File: src/logic/rotl_pkg.sv
package rotl_pkg;
	localparam logic [11:0] ADDR_WDOG_CTRL     = 12'h03C;
	localparam logic [11:0] ADDR_TEMP_TRIM     = 12'h040;
	localparam logic [11:0] ADDR_ACLK_TRIM     = 12'h044;
	localparam logic [11:0] ADDR_OSC_TRIM      = 12'h048;
	localparam logic [11:0] ADDR_BANDGAP_REF   = 12'h04C;
	localparam logic [11:0] ADDR_ROUTE_CTRL    = 12'h050;
	localparam logic [11:0] ADDR_OSC_CTRL      = 12'h054;
	localparam logic [11:0] ADDR_LOAD_STATUS   = 12'h058;
	localparam logic [17:0] FADDR_OPTION_BYTE  = 18'h3FF0E;
	localparam logic [17:0] FADDR_BANDGAP      = 18'h0405A;
	localparam logic [17:0] FADDR_TRIM_A       = 18'h040B8;
	localparam logic [17:0] FADDR_TRIM_B       = 18'h040BA;
	localparam int          WIN_BIT            = 3;
	localparam int          ACLK_LSB           = 10;
	localparam int          HTTR_LSB           = 2;
	localparam int          TCT_LSB            = 10;
	localparam logic [3:0]  CH_BANDGAP_TEMP    = 4'h1;
	localparam logic [3:0]  CH_FLASH_SUPPLY    = 4'h2;
	localparam logic [3:0]  CH_BATT_SENSE      = 4'hA;
	localparam logic [3:0]  CH_HV_PORTL        = 4'hB;
	localparam logic [2:0]  SEL_NONE           = 3'h0;
	localparam logic [2:0]  SEL_BANDGAP_TEMP   = 3'h1;
	localparam logic [2:0]  SEL_FLASH_SUPPLY   = 3'h2;
	localparam logic [2:0]  SEL_BATT_SENSE     = 3'h3;
	localparam logic [2:0]  SEL_HV_PORTL       = 3'h4;
	typedef enum logic [2:0] {
		LD_OPTION, LD_TRIM_A, LD_TRIM_B, LD_BANDGAP, LD_DONE
	} rotl_state_e;
endpackage : rotl_pkg

File: src/logic/rotl_loader.sv
// Operation
// Each reset copies watchdog rate and window bits from flash option byte.
// Rate is inverse of option bits 2:0; window is inverse of bit 3.
// Temperature trim gets family default from flash; software calibrates.
// Word 0x40B8 gives clock and temp trim; 0x40BA oscillator trims.
// Factory bandgap conversion readable from info row bytes at 0x405A.
// Larger variant: trigger zero from port P pin 0, one from pin 1.
// Triggers two and three unconnected; never produce events.
// Larger variant option routes triggers to port S pins 2 and 3.
// Smaller variant: triggers fixed on port S pins 2 and 3.
// Special channel codes select bandgap, flash supply, battery, port L.
// Oscillator swing, monitor reset enable, PLL flag only on later mask.
// Periodic timer clock output drives port S pin 2 when enabled.
// CPU held in reset until all flash configuration is loaded.
// Trim fields loaded in same reset sequence as watchdog bits.
module rotl_loader
	import rotl_pkg::*;
#(
	parameter bit LARGE_VARIANT = 1'b1,
	parameter bit LATE_MASK     = 1'b1
) (
	input  wire logic        pclk,
	input  wire logic        presetn,
	input  wire logic        psel,
	input  wire logic        penable,
	input  wire logic        pwrite,
	input  wire logic [11:0] paddr,
	input  wire logic [31:0] pwdata,
	output logic      [31:0] prdata,
	output logic             pready,
	output logic             pslverr,
	output logic      [17:0] flash_addr,
	output logic             flash_rd,
	input  wire logic [15:0] flash_data,
	input  wire logic        flash_valid,
	output logic             cpu_hold,
	output logic      [2:0]  watchdog_rate_select,
	output logic             watchdog_window_mode,
	output logic      [3:0]  temp_sensor_trim,
	output logic      [5:0]  autonomous_clock_trim,
	output logic      [4:0]  osc_tempco_trim,
	output logic      [9:0]  osc_frequency_trim,
	output logic             osc_full_swing_select,
	output logic             osc_monitor_reset_enable,
	input  wire logic        pll_monitor_fault,
	input  wire logic        portp_pin_zero,
	input  wire logic        portp_pin_one,
	input  wire logic        ports_pin_two,
	input  wire logic        ports_pin_three,
	output logic             conv_trigger_zero,
	output logic             conv_trigger_one,
	output logic             conv_trigger_two,
	output logic             conv_trigger_three,
	input  wire logic        special_channel_select,
	input  wire logic [3:0]  channel_code,
	output logic      [2:0]  special_source,
	input  wire logic        periodic_timer_clk,
	output logic             ports_pin_two_out,
	output logic             ports_pin_two_oe
);
	rotl_state_e  state_r;
	logic [7:0]   wctrl_r;
	logic [15:0]  bandgap_r;
	logic [1:0]   route_r;
	logic [1:0]   oscctl_r;
	logic         pll_flag_r;
	logic [3:0]   pins_s1_r;
	logic [3:0]   pins_s2_r;
	logic [1:0]   ptclk_s1_r;
	logic [1:0]   ptclk_s2_r;
	logic         wr_en;
	logic         rd_en;
	logic         loaded;
	logic [31:0]  rd_word;

	assign loaded  = (state_r == LD_DONE);
	assign wr_en   = psel && penable && pwrite && loaded;
	assign rd_en   = psel && !penable && !pwrite;
	assign pready  = 1'b1;
	assign pslverr = 1'b0;

	// Flash load sequence
	always_ff @(posedge pclk or negedge presetn) begin
		if (!presetn) begin
			state_r <= LD_OPTION;
		end else if (flash_valid) begin
			case (state_r)
				LD_OPTION:  state_r <= LD_TRIM_A;
				LD_TRIM_A:  state_r <= LD_TRIM_B;
				LD_TRIM_B:  state_r <= LD_BANDGAP;
				LD_BANDGAP: state_r <= LD_DONE;
				LD_DONE:    state_r <= LD_DONE;
				default:    state_r <= LD_OPTION;
			endcase
		end
	end

	always_comb begin
		flash_rd = !loaded;
		case (state_r)
			LD_OPTION:  flash_addr = FADDR_OPTION_BYTE;
			LD_TRIM_A:  flash_addr = FADDR_TRIM_A;
			LD_TRIM_B:  flash_addr = FADDR_TRIM_B;
			LD_BANDGAP: flash_addr = FADDR_BANDGAP;
			default:    flash_addr = FADDR_OPTION_BYTE;
		endcase
	end

	assign cpu_hold = !loaded;

	// Watchdog control
	always_ff @(posedge pclk or negedge presetn) begin
		if (!presetn) begin
			wctrl_r <= 8'h00;
		end else if (state_r == LD_OPTION && flash_valid) begin
			wctrl_r[2:0]     <= ~flash_data[2:0];
			wctrl_r[WIN_BIT] <= ~flash_data[WIN_BIT];
		end else if (wr_en && paddr == ADDR_WDOG_CTRL) begin
			wctrl_r <= pwdata[7:0];
		end
	end
	assign watchdog_rate_select = wctrl_r[2:0];
	assign watchdog_window_mode = wctrl_r[WIN_BIT];

	// Info row trims
	always_ff @(posedge pclk or negedge presetn) begin
		if (!presetn) begin
			temp_sensor_trim <= 4'h0;
		end else if (state_r == LD_TRIM_A && flash_valid) begin
			temp_sensor_trim <= flash_data[HTTR_LSB +: 4];
		end else if (wr_en && paddr == ADDR_TEMP_TRIM) begin
			temp_sensor_trim <= pwdata[3:0];
		end
	end

	always_ff @(posedge pclk or negedge presetn) begin
		if (!presetn) begin
			autonomous_clock_trim <= 6'h00;
		end else if (state_r == LD_TRIM_A && flash_valid) begin
			autonomous_clock_trim <= flash_data[ACLK_LSB +: 6];
		end else if (wr_en && paddr == ADDR_ACLK_TRIM) begin
			autonomous_clock_trim <= pwdata[5:0];
		end
	end

	always_ff @(posedge pclk or negedge presetn) begin
		if (!presetn) begin
			osc_tempco_trim <= 5'h00;
		end else if (state_r == LD_TRIM_B && flash_valid) begin
			osc_tempco_trim <= flash_data[TCT_LSB +: 5];
		end else if (wr_en && paddr == ADDR_OSC_TRIM) begin
			osc_tempco_trim <= pwdata[TCT_LSB +: 5];
		end
	end

	always_ff @(posedge pclk or negedge presetn) begin
		if (!presetn) begin
			osc_frequency_trim <= 10'h000;
		end else if (state_r == LD_TRIM_B && flash_valid) begin
			osc_frequency_trim <= flash_data[9:0];
		end else if (wr_en && paddr == ADDR_OSC_TRIM) begin
			osc_frequency_trim <= pwdata[9:0];
		end
	end

	always_ff @(posedge pclk or negedge presetn) begin
		if (!presetn) begin
			bandgap_r <= 16'h0000;
		end else if (state_r == LD_BANDGAP && flash_valid) begin
			bandgap_r <= flash_data;
		end
	end

	// Routing and oscillator control
	always_ff @(posedge pclk or negedge presetn) begin
		if (!presetn) begin
			route_r <= 2'h0;
		end else if (wr_en && paddr == ADDR_ROUTE_CTRL) begin
			route_r <= pwdata[1:0];
		end
	end

	always_ff @(posedge pclk or negedge presetn) begin
		if (!presetn) begin
			oscctl_r <= 2'h0;
		end else if (wr_en && paddr == ADDR_OSC_CTRL && LATE_MASK) begin
			oscctl_r <= pwdata[1:0];
		end
	end
	assign osc_full_swing_select    = LATE_MASK && oscctl_r[0];
	assign osc_monitor_reset_enable = LATE_MASK && oscctl_r[1];

	// PLL monitor flag, write one to clear, set wins
	always_ff @(posedge pclk or negedge presetn) begin
		if (!presetn) begin
			pll_flag_r <= 1'b0;
		end else if (!LATE_MASK) begin
			pll_flag_r <= 1'b0;
		end else if (pll_monitor_fault) begin
			pll_flag_r <= 1'b1;
		end else if (wr_en && paddr == ADDR_OSC_CTRL && pwdata[8]) begin
			pll_flag_r <= 1'b0;
		end
	end

	// Pin synchronisers
	always_ff @(posedge pclk or negedge presetn) begin
		if (!presetn) begin
			pins_s1_r  <= 4'h0;
			pins_s2_r  <= 4'h0;
			ptclk_s1_r <= 2'h0;
			ptclk_s2_r <= 2'h0;
		end else begin
			pins_s1_r  <= {ports_pin_three, ports_pin_two,
				portp_pin_one, portp_pin_zero};
			pins_s2_r  <= pins_s1_r;
			ptclk_s1_r <= {route_r[1], periodic_timer_clk};
			ptclk_s2_r <= ptclk_s1_r;
		end
	end

	// Converter trigger routing
	always_ff @(posedge pclk or negedge presetn) begin
		if (!presetn) begin
			conv_trigger_zero <= 1'b0;
			conv_trigger_one  <= 1'b0;
		end else if (!LARGE_VARIANT || route_r[0]) begin
			conv_trigger_zero <= pins_s2_r[2];
			conv_trigger_one  <= pins_s2_r[3];
		end else begin
			conv_trigger_zero <= pins_s2_r[0];
			conv_trigger_one  <= pins_s2_r[1];
		end
	end
	assign conv_trigger_two   = 1'b0;
	assign conv_trigger_three = 1'b0;

	// Special channel decode
	always_comb begin
		special_source = SEL_NONE;
		if (special_channel_select) begin
			case (channel_code)
				CH_BANDGAP_TEMP: special_source = SEL_BANDGAP_TEMP;
				CH_FLASH_SUPPLY: special_source = SEL_FLASH_SUPPLY;
				CH_BATT_SENSE:   special_source = SEL_BATT_SENSE;
				CH_HV_PORTL:     special_source = SEL_HV_PORTL;
				default:         special_source = SEL_NONE;
			endcase
		end
	end

	// Periodic timer clock out on port S pin 2
	always_ff @(posedge pclk or negedge presetn) begin
		if (!presetn) begin
			ports_pin_two_out <= 1'b0;
			ports_pin_two_oe  <= 1'b0;
		end else begin
			ports_pin_two_out <= ptclk_s2_r[0] && route_r[1];
			ports_pin_two_oe  <= route_r[1];
		end
	end

	// Register read mux
	always_comb begin
		rd_word = 32'h0000_0000;
		case (paddr)
			ADDR_WDOG_CTRL: begin
				rd_word[7:0] = wctrl_r;
			end
			ADDR_TEMP_TRIM: begin
				rd_word[3:0] = temp_sensor_trim;
			end
			ADDR_ACLK_TRIM: begin
				rd_word[5:0] = autonomous_clock_trim;
			end
			ADDR_OSC_TRIM: begin
				rd_word[TCT_LSB +: 5] = osc_tempco_trim;
				rd_word[9:0]          = osc_frequency_trim;
			end
			ADDR_BANDGAP_REF: begin
				rd_word[15:0] = bandgap_r;
			end
			ADDR_ROUTE_CTRL: begin
				rd_word[1:0] = route_r;
			end
			ADDR_OSC_CTRL: begin
				rd_word[8]   = pll_flag_r;
				rd_word[1:0] = oscctl_r;
			end
			ADDR_LOAD_STATUS: begin
				rd_word[0] = loaded;
			end
			default: begin
				rd_word = 32'h0000_0000;
			end
		endcase
	end

	// Latched in setup phase so it stands at the access edge
	always_ff @(posedge pclk or negedge presetn) begin
		if (!presetn) begin
			prdata <= 32'h0000_0000;
		end else if (rd_en) begin
			prdata <= rd_word;
		end
	end
endmodule : rotl_loader

File: config.mk
export PLATFORM = sky130hd
export DESIGN_NAME = rotl_loader
export DESIGN_NICKNAME = d
export VERILOG_FILES = /design/src/logic/rotl_pkg.sv /design/src/logic/rotl_loader.sv
export SDC_FILE = /design/constraint.sdc
export NUM_CORES = 1
export LEC_CHECK = 0
export BUFFER_PORTS_ARGS = -buffer_cell sky130_fd_sc_hd__buf_2
export CORE_ASPECT_RATIO = 0.8
export CORE_UTILIZATION = 40
export CTS_CLUSTER_SIZE = 14
export DETAILED_ROUTE_END_ITERATION = 16
export GPL_TIMING_DRIVEN = 0
export PLACE_DENSITY = 0.73
export RECOVER_POWER = 25
export SETUP_SLACK_MARGIN = 0.3
export SLEW_MARGIN = 20
export SYNTH_ARGS = -nofsm -noshare
export SYNTH_HDL_FRONTEND = slang
export SYNTH_SLANG_ARGS = --single-unit
export TNS_END_PERCENT = 5
File: constraint.sdc
create_clock -name pclk -period 5.8 [get_ports pclk]
set_input_delay 0.87 -clock pclk [delete_from_list [all_inputs] [get_ports pclk]]
set_output_delay 0.87 -clock pclk [all_outputs]
set_load 0.005 [all_outputs]
==> metrics.yaml, run 1 <==
die:
  dieArea_um2: 12100
  die_width_um: 123
  boundaryPins: 171
  row_count: 34
  die_height_um: 98.5
  coreArea_um2: 11100
  initial_utilization: 0.419
timing:
  final.setup.worst_slack_ns: 3.25
  finalCritPeriodShare: 0.440
  min_period_ns: 2.55
  worstMarginPinSlew_ns: 1.73
  setup_tns_ns: 0
  whs_ns: 0.355
  finalSetupViolCount: 0
  rsz0062_at_grt: "false"
  drv_slew: 32
  maxSlewHeadroom: -0.151
  fmax_mhz: 392
  skew_ns: 0.00567
  hold_viol: 0
critical_path:
  slowest_delay_ns: 0.70
  cp.buffers_inverters: 2
  critPathLaunchType: "input pin"
  end_kind: "flip-flop"
  crit_required_ns: 6.06
  critical_path.max_fanout: 9
  path_delay_family: "simple AND/OR/NAND/NOR gates"
  path_depth: 6
  crit_path_cell_trace: "buf_2 -> or4_1 -> buf_6 -> nor4_2 -> nand3_1 -> a41oi_1"
  r2r_cells: 8
  crit_type: "input pin to flip-flop"
  critPathArrivalTime_ns: 2.81
  crit_path_top_delay_cell: "nor4_2"
clock_tree:
  cts_buffers: 9
  clock_sink_count: 87
  clockRootBuffer: "clkbuf_16"
  ctsHoldBuffers: 0
  clkLatencyLatePin_ns: 0.34
  cts_buffer_depth: 2
  post_cts_buffers: 0
  htree_levels: 3
  cts_tree: "yes"
  clk_pin_slew_ns: 0.07
  cts_resized: 0
logic_synthesis:
  async_flop_share: 1.00
  syn_avg_cell_area_um2: 11.0
  ys_warn_count: 0
  synth_top_flop_cell: "dfrtp_1"
  post-synth-top-area-cell: "dfrtp_1"
  synth_area_leaders: "dfrtp_1, mux2_2, buf_4"
  synth.distinct_cells: 60
  ys_ff_latch: 87
  synth_cells: 424
  netlist_area_um2: 4650
  yosysTopAreaCellShare: 0.468
  synth_edf_count: 0
  ys_seq_area_frac: 0.468
place:
  place_congestion: 0.915
  placed_cell_area_um2: 5580
  pre_cts_ws_ns: 2.94
  port_buffers: 127
  hpwl_mm: 10.2
grt:
  grt_use_total: 0.233
  grt_pass1_wl_mm: 21.1
  grt_max_degree: 57
  gr-total-overflow: 0
  antenna_found_initial: 0
  grt_pass1_vias: 3817
route:
  drtIter0Drc: 319
  firstDrtPassIters: 5
  num_vias: 3979
  routed_via_density: 5.43
  drc: 0
  avgRoutedWirePerCell_um: 18.7
  antenna_left: 0
  finalWirelength_mm: 13.7
power_and_ir_drop:
  cellLeakagePower_nw: 2.77
  power.density_nw_per_um2: 402
  worst_ir_drop_vdd_uv: 243
  total_power_mw: 2.35
run_status:
  violations: "max-capacitance violations, max-slew violations"
  status: "finished, violations left"
final_layout:
  diodes: 0
  fillers: 1038
  syn_to_final_growth_pct: 25.8
  design_area_um2: 5860
  final_layout_size_suffix_gt1_frac: 0.440
  multiInputGateArea_um2: 2120
  fin_nets: 661
  seqCellArea_um2: 2180
run:
  maxCapViolations: 1
hold_path:
  min_path_cells: 0
  min_path_type: "flip-flop to flip-flop"
-- Yosys cell counts, types with 3 or more instances --
library cell	instances
a21oi_1	15
a221o_1	4
a22oi_1	6
a31oi_1	11
a32oi_1	3
and2_1	3
and3_1	4
buf_1	3
buf_2	9
buf_4	38
clkbuf_1	9
dfrtp_1	87
inv_1	6
mux2_1	5
mux2_2	46
mux2_4	7
mux2i_1	19
nand2_1	24
nand3_1	8
nand4_1	3
nor2_1	26
nor2b_1	3
nor3_1	5
nor3b_1	5
o21ai_0	20
o22ai_1	5
o31ai_1	6
or3_1	3
or3b_2	3
-- worst register-to-register path, delay by kind of cell, from the launching register on --
kind / cells / cell delay (ns)
compound gates: 1 / 0.22
buf+inv: 4 / 0.62
flops: 1 / 0.36
mux: 1 / 0.33
simple gates: 2 / 0.58
-- worst paths after layout --
path | from | slack, ns | end
worst max-delay path | paddr[7] | 3.25 | prdata[0]
worst min-delay path | ptclk_s1_r[0] | 0.35 | ptclk_s2_r[0]
worst max register to register | state_r[1] | 3.57 | osc_tempco_trim[4]
worst min register to register | ptclk_s1_r[0] | 0.35 | ptclk_s2_r[0]
max in group asynchronous | presetn | 3.82 | bandgap_r[9]
min in group asynchronous | presetn | 0.97 | bandgap_r[11]
-- area by class of cell --
| class | count | area share |
|---|---|---|
| plain buffers | 62 | 0.0714 |
| clock inverters | 7 | 0.00962 |
| clock buffers | 9 | 0.0385 |
| flip-flops and latches | 87 | 0.372 |
| well taps | 144 | 0.0308 |
| multi-input cells | 290 | 0.361 |
| repair buffers | 128 | 0.113 |
| inverters | 6 | 0.00385 |
-- layout by cell type (no fill, tap or decap), types with 4 or more instances in the layout --
cell	instances
a221o_1	4
nand2_1	24
o31ai_1	6
mux2_4	7
o21ai_0	20
clkbuf_1	11
mux2i_1	19
nor2_1	26
conb_1	23
nor3b_1	5
inv_1	6
a22oi_1	6
mux2_2	46
and3_1	4
nor3_1	5
nand3_1	8
a31oi_1	11
o22ai_1	5
a21oi_1	15
mux2_1	5
buf_2	134
buf_4	38
clkbuf_16	9
dfrtp_1	87
-- state kept, by name, summed over array words and instances (netlist names) --
name and count:
ports_pin_two_oe 1, temp_sensor_trim 4, bandgap_r 16, ptclk_s2_r 1, prdata 16, oscctl_r 2, pll_flag_r 1, state_r 3
autonomous_clock_trim 6, conv_trigger_one 1, wctrl_r 8, pins_s2_r 4, conv_trigger_zero 1, ptclk_s1_r 1, osc_frequency_trim 10, osc_tempco_trim 5
pins_s1_r 4, ports_pin_two_out 1, route_r 2
-- report_power, final --
group          internal [mW]  switching (mW)
logic                  0.498           0.402
clock network          0.295           0.256
registers              0.783           0.120
-- cell families after synthesis --
group           share of synthesized area
compound gates                      0.109
other cells                       0.00161
buf+inv                            0.0946
simple gates                        0.138
xor+xnor                          0.00188
mux                                 0.187
flops                               0.468
-- per-layer routing --
layer	track usage	up-vias	wire length, um
met5	0	-	0
li1	-	1801	-
met1	0.343	1944	6240
met3	0.0509	23	1230
met4	0.0600	0	233
met2	0.344	211	5980
-- stage by stage --
step / utilization / std cells
3_5_place_dp: 0.502 / 717
4_1_cts: 0.528 / 733
3_3_place_gp: 0.500 / 716
5_1_grt: 0.527 / 733
2_1_floorplan: - / 445
6_report: 0.527 / 733
Power figures use the tool's default switching activity.
==> run 2: changes to the inputs <==
- clock period: 5.8 -> 2.4 ns (I/O delays scaled with it)
==> run 2 against run 1 <==
  * The flow now finishes without violations
  * Sequential power up 140%
  * Utilization up 0.16 points
  * Total power up 140%
  * Global-route usage about the same
  * Worst setup slack worse by 3.0 ns
  * Critical path type is now flip-flop to flip-flop
==> metrics.yaml, run 2 (synthesis results as in run 1) <==
final_layout:
  syn_to_final_growth_pct: 26.2
  diodes: 0
  seqCellArea_um2: 2180
  fin_nets: 662
  fillers: 1035
  design_area_um2: 5870
  mostFrequentLayoutCells: "buf_2, dfrtp_1, mux2_2"
  instances_no_fill: 734
  layout_commonest_cell: "buf_2"
  top_regs: "bandgap_r (16), prdata (16), osc_frequency_trim (10)"
  multiInputGateArea_um2: 2130
  final_util: 0.529
  final_layout_size_suffix_gt1_frac: 0.446
timing:
  setup_tns_ns: 0
  final.setup.worst_slack_ns: 0.270
  fmax_mhz: 469
  finalSetupViolCount: 0
  finalCritPeriodShare: 0.888
  hold_viol: 0
  rsz0062_at_grt: "true"
  min_period_ns: 2.13
  worstMarginPinSlew_ns: 0.911
  whs_ns: 0.123
  maxSlewHeadroom: 0.393
  skew_ns: 0.00461
  drv_slew: 0
place:
  placed_cell_area_um2: 5580
  pre_cts_ws_ns: 0.0492
  port_buffers: 127
  place_congestion: 0.915
  dp_cells: 717
  hpwl_mm: 10.2
run_status:
  status: "finished, final reports clean"
power_and_ir_drop:
  total_power_mw: 5.72
  seqPwrFrac: 0.382
  worst_ir_drop_vdd_uv: 592
  p_clk_frac: 0.233
  power.density_nw_per_um2: 973
  internal_power_mw: 3.82
  netSwitchingFraction: 0.332
  p_sw_mw: 1.90
  power_frac_comb: 0.385
  cellLeakagePower_nw: 2.77
grt:
  gr-total-overflow: 0
  grt_max_degree: 57
  grt_use_total: 0.233
  grt_pass1_wl_mm: 21.1
  grt_pass1_vias: 3823
  antenna_found_initial: 0
hold_path:
  min_path_type: "input pin to flip-flop"
  min_to: "pins_s1_r[2]"
  worstHoldStart: "ports_pin_two"
  min_path_cells: 1
clock_tree:
  cts_tree: "yes"
  cts_buffer_depth: 2
  clk_pin_slew_ns: 0.06
  clock_sink_count: 87
  htree_levels: 3
  clkLatencyLatePin_ns: 0.34
  cts_buffers: 9
  post_cts_buffers: 0
  clockRootBuffer: "clkbuf_16"
critical_path:
  critPathLaunchType: "flip-flop"
  crit_type: "flip-flop to flip-flop"
  critPathArrivalTime_ns: 2.36
  end_kind: "flip-flop"
  crit_required_ns: 2.63
  r2r_end: "bandgap_r[10]"
  critical_path.max_fanout: 10
  r2r_start: "state_r[0]"
  rrSetupSlack_ns: 0.27
  r2r_cells: 6
route:
  top_layer_used: "met4"
  drc: 0
  antenna_left: 0
  wl_met2_mm: 6.02
  num_vias: 3976
  route.met3.wl_mm: 1.21
  firstDrtPassIters: 5
  finalWirelength_mm: 13.7
  routed_via_density: 5.42
  drtIter0Drc: 319
  avgRoutedWirePerCell_um: 18.7
  wl_met1_mm: 6.26
die:
  boundaryPins: 171
  die_height_um: 98.5
  coreArea_um2: 11100
  die_width_um: 123
  initial_utilization: 0.419
  dieArea_um2: 12100
  row_count: 34
run:
  maxCapViolations: 0
run 2: cell types whose count changed in the layout (fill, tap and decap cells not counted), sizes merged:
| cell | previous run | this run |
|---|---|---|
| dlygate4sd3 | 0 | 1 |
| buf | 179 | 176 |
| clkbuf | 20 | 23 |
run 2: cell type report:
type                       count  area share
tap                          144      0.0307
multi-input combinational    290       0.363
timing repair buffer         129       0.111
sequential                    87       0.371
buffer                        62      0.0724
inverter                       6     0.00383
clock inverter                 7     0.00959
clock buffer                   9      0.0383
run 2: what timing repair did:
item,in CTS,in global routing
pin swaps,0,2
gates resized for setup,3,6
endpoints found under the setup margin,17,23
hold buffers,1,0
hold endpoints to repair,31,0
run 2: critical path, cell delays in order, from the launching register on:
cell	delay, ns
dfrtp_1	0.36
clkbuf_1	0.22
nor2b_1	0.23
and2_1	0.19
nand2_2	0.25
buf_2	0.37
mux2_2	0.38
run 2: power groups by stage:
stage / sequential (mW) / combinational, mW / clock (mW)
4_1_cts: 2.18 / 2.20 / 1.36
3_3_place_gp: 2.17 / 2.12 / 0
6_report: 2.18 / 2.20 / 1.33
2_1_floorplan: 2.15 / 1.36 / 0
5_1_grt: 2.23 / 2.40 / 1.42
3_5_place_dp: 2.20 / 2.18 / 0
run 2: per-layer routing:
layer	vias up	GRT usage
met5	-	0
met4	0	0.0600
met1	1955	0.343
li1	1799	-
met3	20	0.0509
met2	202	0.345
run 2: worst max-delay path by stage:
stage               slack (ns)                       end  startpoint
floorplan                 0.34        osc_tempco_trim[4]    paddr[7]
global placement          0.04                 prdata[0]    paddr[7]
detailed placement        0.05                 prdata[0]    paddr[7]
CTS                       0.27        osc_tempco_trim[4]  state_r[1]
global route              0.17  autonomous_clock_trim[5]     presetn
finish                    0.27             bandgap_r[10]  state_r[0]
